[src/core/rss_pkg.sv]
// How it works
// - a watchdog overflow drives the sequencer into its reset state at once.
// - after a watchdog reset the sequencer hands back normal mode, never a low-power mode.
// - every sequence loads all system registers with initial values before warm-up starts.
// - after a stable clock is seen, reset is released and execution starts at address zero.
// - an uncleared watchdog keeps counting until it overflows, and the overflow resets.
// - a watchdog reset with a low supply stays in reset until the supply is valid again.
// - a low-voltage detect resets the whole system.
// - the reset pin is a reset source only when the pin option selects reset.
// - the reset pin is active low: high runs, low resets.
// - the reset pin works both during power-up and during normal running.
// - with the pin enabled, the sequence waits until the pin reads high, then initialises.
// - cause flags: 00 watchdog, 10 power-on or low voltage, 11 external reset.
package rss_pkg;
  // ----------------------------------------
  // timing and layout
  // ----------------------------------------
  localparam int          CLK_MHZ        = 50;
  localparam int          INIT_NS        = 200;
  localparam int          INIT_CYC       = (INIT_NS * CLK_MHZ + 999) / 1000;
  localparam int          CNT_W          = 8;
  localparam logic [12:0] START_ADDR     = 13'h0000;
  localparam logic [1:0]  CAUSE_WDT      = 2'h0;
  localparam logic [1:0]  CAUSE_POR      = 2'h2;
  localparam logic [1:0]  CAUSE_EXT      = 2'h3;
  localparam logic [1:0]  CAUSE_RST_VAL  = 2'h2;
  localparam int          CAUSE_HI_POS   = 1;
  localparam int          CAUSE_LO_POS   = 0;
  localparam logic [1:0]  MODE_NORMAL    = 2'h0;

  typedef enum logic [2:0] {
    ST_HOLD,
    ST_PIN_WAIT,
    ST_INIT,
    ST_WARM,
    ST_RUN
  } rss_state_t;
endpackage

[src/core/rss_src_if.sv]
interface rss_src_if;
  logic wdt_hit;
  logic lvd_hit;
  logic pin_hit;
  logic any_hit;
  logic pin_high;
  modport filt (input pin_high, output wdt_hit, lvd_hit, pin_hit, any_hit);
  modport seq  (input wdt_hit, lvd_hit, pin_hit, any_hit, output pin_high);
endinterface

[src/core/rss_reset_seq.sv]
module rss_reset_seq
  import rss_pkg::*;
(
  input  wire logic        mclk,
  input  wire logic        rst,
  input  wire logic        ce,
  input  wire logic        wdt_ovf,
  input  wire logic        lvd_low,
  input  wire logic        supply_ok,
  input  wire logic        rst_pin_n,
  input  wire logic        pin_is_reset,
  input  wire logic        osc_stable,
  output logic             sys_rst,
  output logic             reg_init,
  output logic             osc_warm_en,
  output logic [12:0]      pc_start,
  output logic [1:0]       cpu_mode,
  output logic             reset_cause_flag_hi,
  output logic             reset_cause_flag_lo
);
  import rss_pkg::*;

  rss_src_if src ();

  rss_src_filter u_filt (
    .rst_pin_n    (rst_pin_n),
    .pin_is_reset (pin_is_reset),
    .wdt_ovf      (wdt_ovf),
    .lvd_low      (lvd_low),
    .src          (src)
  );
  assign src.pin_high = rst_pin_n;

  // ----------------------------------------
  // state and counters
  // ----------------------------------------
  rss_state_t       state_ff, nxt_state;
  logic [CNT_W-1:0] cnt_ff, nxt_cnt;
  logic [1:0]       cause_ff, nxt_cause;
  logic             rel_ff;

  wire hold_cond  = src.any_hit | ~supply_ok;
  wire pin_block  = pin_is_reset & ~src.pin_high;
  wire init_done  = (cnt_ff == CNT_W'(INIT_CYC - 1));
  wire [1:0] hit_cause = src.pin_hit ? CAUSE_EXT :
                         src.wdt_hit ? CAUSE_WDT : CAUSE_POR;

  always_comb begin
    nxt_state = state_ff;
    nxt_cnt   = cnt_ff;
    nxt_cause = cause_ff;
    if (src.any_hit) begin
      nxt_cause = hit_cause;
    end
    case (state_ff)
      ST_HOLD: begin
        nxt_cnt = '0;
        if (!hold_cond) begin
          nxt_state = ST_PIN_WAIT;
        end
      end
      ST_PIN_WAIT: begin
        if (hold_cond) begin
          nxt_state = ST_HOLD;
        end else if (!pin_block) begin
          nxt_state = ST_INIT;
        end
      end
      ST_INIT: begin
        nxt_cnt = cnt_ff + CNT_W'(1);
        if (hold_cond) begin
          nxt_state = ST_HOLD;
        end else if (init_done) begin
          nxt_state = ST_WARM;
        end
      end
      ST_WARM: begin
        if (hold_cond) begin
          nxt_state = ST_HOLD;
        end else if (osc_stable) begin
          nxt_state = ST_RUN;
        end
      end
      ST_RUN: begin
        if (hold_cond) begin
          nxt_state = ST_HOLD;
        end
      end
      default: nxt_state = ST_HOLD;
    endcase
  end

  always_ff @(posedge mclk or posedge rst) begin
    if (rst) begin
      state_ff <= ST_HOLD;
      cnt_ff   <= '0;
      cause_ff <= CAUSE_RST_VAL;
    end else if (ce) begin
      state_ff <= nxt_state;
      cnt_ff   <= nxt_cnt;
      cause_ff <= nxt_cause;
    end
  end

  // ----------------------------------------
  // reset release
  // ----------------------------------------
  always_ff @(posedge mclk or posedge rst) begin
    if (rst) begin
      rel_ff <= 1'b0;
    end else if (ce) begin
      rel_ff <= (nxt_state == ST_RUN);
    end
  end

  assign sys_rst             = ~rel_ff | src.any_hit;
  assign reg_init            = (state_ff == ST_INIT);
  assign osc_warm_en         = (state_ff == ST_WARM);
  assign pc_start            = START_ADDR;
  assign cpu_mode            = MODE_NORMAL;
  assign reset_cause_flag_hi = cause_ff[CAUSE_HI_POS];
  assign reset_cause_flag_lo = cause_ff[CAUSE_LO_POS];
endmodule // rss_reset_seq

[src/core/rss_src_filter.sv]
module rss_src_filter (
  input  wire logic rst_pin_n,
  input  wire logic pin_is_reset,
  input  wire logic wdt_ovf,
  input  wire logic lvd_low,
  rss_src_if.filt   src
);
  // ----------------------------------------
  // source qualification
  // ----------------------------------------
  wire pin_en = pin_is_reset;
  assign src.pin_hit  = pin_en & ~rst_pin_n;
  assign src.wdt_hit  = wdt_ovf;
  assign src.lvd_hit  = lvd_low;
  assign src.any_hit  = src.pin_hit | src.wdt_hit | src.lvd_hit;
endmodule // rss_src_filter

[config.mk]
export PLATFORM = sky130hd
export DESIGN_NAME = rss_reset_seq
export DESIGN_NICKNAME = d
export VERILOG_FILES = /design/src/core/rss_pkg.sv /design/src/core/rss_src_if.sv /design/src/core/rss_reset_seq.sv /design/src/core/rss_src_filter.sv
export SDC_FILE = /design/constraint.sdc
export NUM_CORES = 1
export LEC_CHECK = 0
export BUFFER_PORTS_ARGS = -buffer_cell sky130_fd_sc_hd__buf_2
export CORE_UTILIZATION = 53
export CTS_CLUSTER_SIZE = 20
export DETAILED_ROUTE_END_ITERATION = 16
export PLACE_DENSITY = 0.79
export SKIP_CTS_REPAIR_TIMING = 1
export SYNTH_ARGS = -nofsm -noshare
export SYNTH_HDL_FRONTEND = slang
export SYNTH_SLANG_ARGS = --single-unit
[constraint.sdc]
create_clock -name mclk -period 4.05 [get_ports mclk]
set_clock_uncertainty 0.2 [all_clocks]
set_input_delay 0.81 -clock mclk [delete_from_list [all_inputs] [get_ports mclk]]
set_output_delay 0.81 -clock mclk [all_outputs]
set_load 0.005 [all_outputs]
# Yosys cells after proc, flatten, opt, wreduce, memory -nomap -nowiden
# Index checks and enable logic that the tools add are counted.
# Widths: inputs -> output; s select.
dict set report classes {
  eq_ne 6
  bitwise 8
  reduce_logical 4
  mux 12
  addsub 1
}
# operator count
set ops {}
lappend ops {{$mux 3} 8}
lappend ops {{$pmux 8 s2} 1}
lappend ops {{$pmux 3 s5} 1}
lappend ops {{$add 8x1->8 const B} 1}
lappend ops {{$eq 8x4->1 const B} 1}
lappend ops {{$eq 3x2->1 const B} 2}
lappend ops {{$eq 3x3->1 const B} 2}
lappend ops {{$mux 2} 2}
lappend ops {{$or 1x1->1} 4}
lappend ops {{$reduce_and 2->1} 2}
lappend ops {{$eq 3x1->1 const B} 1}
lappend ops {{$logic_not 3->1} 1}
lappend ops {{$not 1->1} 3}
lappend ops {{$reduce_bool 2->1} 1}
lappend ops {{$and 1x1->1} 1}
dict set report totals {
  in_bits 9
  out_inout_bits 20
  ff_bits 14
}

# Logic depth before layout (Yosys ltp)
dict set report depth {
  depth_word 8
  depth_mapped 5
  ltp_nobuf 5
}

# Cells and area by module
# A second synthesis with hierarchy kept.
dict set report hier_totals {
  hier_cells 102
  area_unflattened_um2 953.4
}
# module n_inst cells_each area_each_um2
set by_module_without_submodules {}
lappend by_module_without_submodules {rss_reset_seq 1 98 918.4}
lappend by_module_without_submodules {rss_src_filter 1 4 35.0}

# Worst setup path after synthesis
# No wires, ideal clock.
dict set report synth_timing {
  kind {input to output}
  startpoint {input port pin_is_reset}
  endpoint {output port sys_rst}
  path_stages 2
  arrival_time_ns 1.342
  slack_ns 1.698
  required_time_ns 3.040
  path_cell_list {nor2b_1 -> or4_1}
}
dict set report synth_via {
  elab_chain_cells 4
}
# element line
set synth_rtl {}
lappend synth_rtl {{from (decl)} rss_reset_seq.sv:11} ;# input wire logic pin_is_reset,
lappend synth_rtl {{$and 1x1->1} rss_src_filter.sv:12} ;# assign src.pin_hit = pin_en & ~rst_pin_n;
lappend synth_rtl {{$or 1x1->1 (2 in series)} rss_src_filter.sv:15} ;# assign src.any_hit = src.pin_hit | src.wdt_hit | src.lvd_hit;
lappend synth_rtl {{$or 1x1->1} rss_reset_seq.sv:116} ;# assign sys_rst = ~rel_ff | src.any_hit;
lappend synth_rtl {{to (decl)} rss_reset_seq.sv:13} ;# output logic sys_rst,
# No other way between the ends.

# Final worst setup path
# Same ends and word-level chain as after synthesis.

==> out/qor.yml <==
placed_design:
  gp_congestion: 0.805
  portBuffers: 13
  placed_area_sq_um: 948
  dpl.hpwl_um: 1320
floorplanning:
  initial_core_util_pct: 59.8
  fp.dieArea_sq_um: 1950
  rows: 14
  core_sq_um: 1580
  die-width_um: 44.2
  die_h_um: 44.2
  io_pins: 29
power_and_ir_drop:
  p_comb_share_pct: 11.0
  p_sw_share_pct: 26.0
  p_seq_share_pct: 52.2
  p_per_area_nw_per_um2: 290
  leakage_uw: 0.000450
  p_int_uw: 211
  ir_worst_vdd_mv: 0.189
  pwr-share-clk_pct: 36.8
  power_uw: 286
  p_switching_uw: 74.3
critical_path:
  cpMaxStageDelayCell: "or4_1"
  setup.worst_path.start_class: "input pin"
  cp_max_fo: 3
  critPathArrivalTime_ps: 1590
  criticalPathCategory: "input pin to primary output"
  worst_path_most_repeated_cell: "buf_2"
  slowest_delay_ps: 390
  path_cells: "buf_2, nor2b_1, or4_1, buf_2"
  worstPathRequired_ps: 3040
  cp-end-kind: "primary output"
timing:
  slew_violations: 0
  setup_tns_ps: 0
  hold_viol_final: 0
  slew_headroom_pct: 63.8
  rsz0062_at_grt: "false"
  setup_viol: 0
  fin_crit_ps: 2600
  max_freq_mhz: 385
  worst_pin_slew_ps: 543
  period_share_pct: 64.2
synthesis:
  synth_ff_type: "dfrtp_1"
  netlist_area_sq_um: 942
  yosysSeqAreaShare_pct: 37.3
  yosysTopAreaCellShare_pct: 34.5
  async_reset_ff_share_pct: 100
  syn_inst: 105
  yosysTopAreaCell: "dfrtp_1"
  synth_area_leaders: "dfrtp_1, buf_4, inv_1"
  synth.distinct_cells: 41
  synth_warnings: 0
  ys_ff_latch: 14
  synth_edf_count: 0
  syn_area_per_cell_sq_um: 8.97
global_route:
  grt_pass1_wl_um: 2990
  track_usage_pct: 22.0
  antenna_found_initial: 0
  overflow: 0
  grt_pass1_vias: 682
  grt_max_degree: 15
cts:
  cts_buffers: 3
  cts_tree: "done"
  htreeDepth: 1
  clock-sinks: 14
  worstSkewPairLatency_ps: 290
  clk_pin_slew_ps: 90
  clk_path_buf_depth: 2
  root_buffer: "clkbuf_4"
min_path:
  min-delay-path-class: "flip-flop to flip-flop"
route:
  drc: 0
  wl_per_cell_um: 13.8
  drtPass1Iterations: 6
  detail-route-antenna-nets: 0
  detail_route.vias_per_cell: 5.90
  drtIter0Drc: 15
  wl_um: 1850
  vias: 791
final_layout:
  nFillCells: 127
  synthToLayoutAreaGrowth_pct: 4.52
  regArea_sq_um: 352
  stdcell_area_sq_um: 985
  multiInputGateArea_sq_um: 474
  antenna_cells: 0
  fin_nets: 130
  drive_gt1_share_pct: 16.9
outcome:
  status: "completed"
job:
  maxCapViolCount: 0
## cell type report
| class | count | share of cell area [%] |
|---|---|---|
| flip-flops and latches | 14 | 35.7 |
| inverters | 10 | 3.81 |
| well taps | 16 | 2.03 |
| clock buffers | 4 | 3.68 |
| multi-input cells | 77 | 48.2 |
| repair buffers | 13 | 6.61 |
## sequential cells by signal, summed over array words and instances, names as in the netlist
register and cells:
rel_ff 1, cause_ff 2, cnt_ff 8, state_ff 3
## worst max-delay path, delay by kind of cell
| kind | cells | cell delay [ps] |
|---|---|---|
| simple gates | 2 | 540 |
| buf+inv | 2 | 240 |
## cells in the mapped netlist (all sizes together), types with 2 or more instances
cell type  number
a21oi           2
nor4b           2
nor2b           3
dfrtp          13
buf            16
o31ai           2
nor3            2
nor3b           2
nand2           8
or3             2
nand4           2
ha              2
nand3           4
o311ai          2
o21ai          10
inv            10
o211ai          2
clkbuf          2
## through the flow
step | hold slack, ps | setup slack [ps] | util, % | instances
final | 293 | 1450 | 62.5 | 134
after CTS | 292 | 1450 | 62.5 | 134
after detailed placement | 279 | 1450 | 60.2 | 130
after global placement | 260 | 1480 | 60.2 | 130
after floorplan | 248 | 1700 | - | 119
after global routing | 317 | 1420 | 62.5 | 134
## metal layers
layer  track usage (%)  routed length, um
met1              27.4                850
met2              33.2                862
met3              4.90                 75
met4              16.4                 59
met5                 0                  0
## cell usage in the layout, fill, tap and decap left out, types with 2 or more instances in the layout
cell type	n
o21ai_0	5
nor3b_1	2
dfrtp_1	13
nor2b_1	3
o211ai_1	2
o21ai_1	5
clkbuf_4	3
nand4_1	2
or3_1	2
nor3_1	2
inv_1	9
a21oi_1	2
nor4b_1	2
nand3_1	4
o31ai_1	2
nand2_1	8
conb_1	15
ha_1	2
buf_2	13
## cells by family (layout without fill, tap and decap cells)
kind of cell / after synthesis / count (layout) / share of synthesized area, %
other: 1 / 15 / 0.398
adders and majority gates: 2 / 2 / 2.66
DFF: 14 / 14 / 37.3
buffers and inverters: 28 / 27 / 17.9
and+or+nand+nor: 33 / 33 / 21.2
AOI/OAI and AO/OA: 27 / 27 / 20.5
## power by group through the flow
stage | Clock, uW | Combinational, uW | Sequential [uW]
after CTS | 107 | 31.4 | 149
after global placement | 0 | 29.5 | 151
after floorplan | 0 | 31.6 | 151
after detailed placement | 0 | 31.3 | 151
final | 105 | 31.5 | 149
after global routing | 114 | 35.5 | 150
## path summary, 6_finish.rpt
check                                        start                 endpoint  slack (ps)  cells after the start
min in group asynchronous                      rst    cnt_ff[0]$_DFFE_PP0P_         340                      2
hold / removal             cause_ff[1]$_DFFE_PP1P_  cause_ff[1]$_DFFE_PP1P_         290                      2
hold reg to reg            cause_ff[1]$_DFFE_PP1P_  cause_ff[1]$_DFFE_PP1P_         290                      2
setup reg to reg           state_ff[2]$_DFFE_PP0P_    cnt_ff[6]$_DFFE_PP0P_        2100                      3
setup / recovery                      pin_is_reset                  sys_rst        1450                      4
max in group asynchronous                      rst  cause_ff[1]$_DFFE_PP1P_        2930                      2
Power figures use the tool's default switching activity.
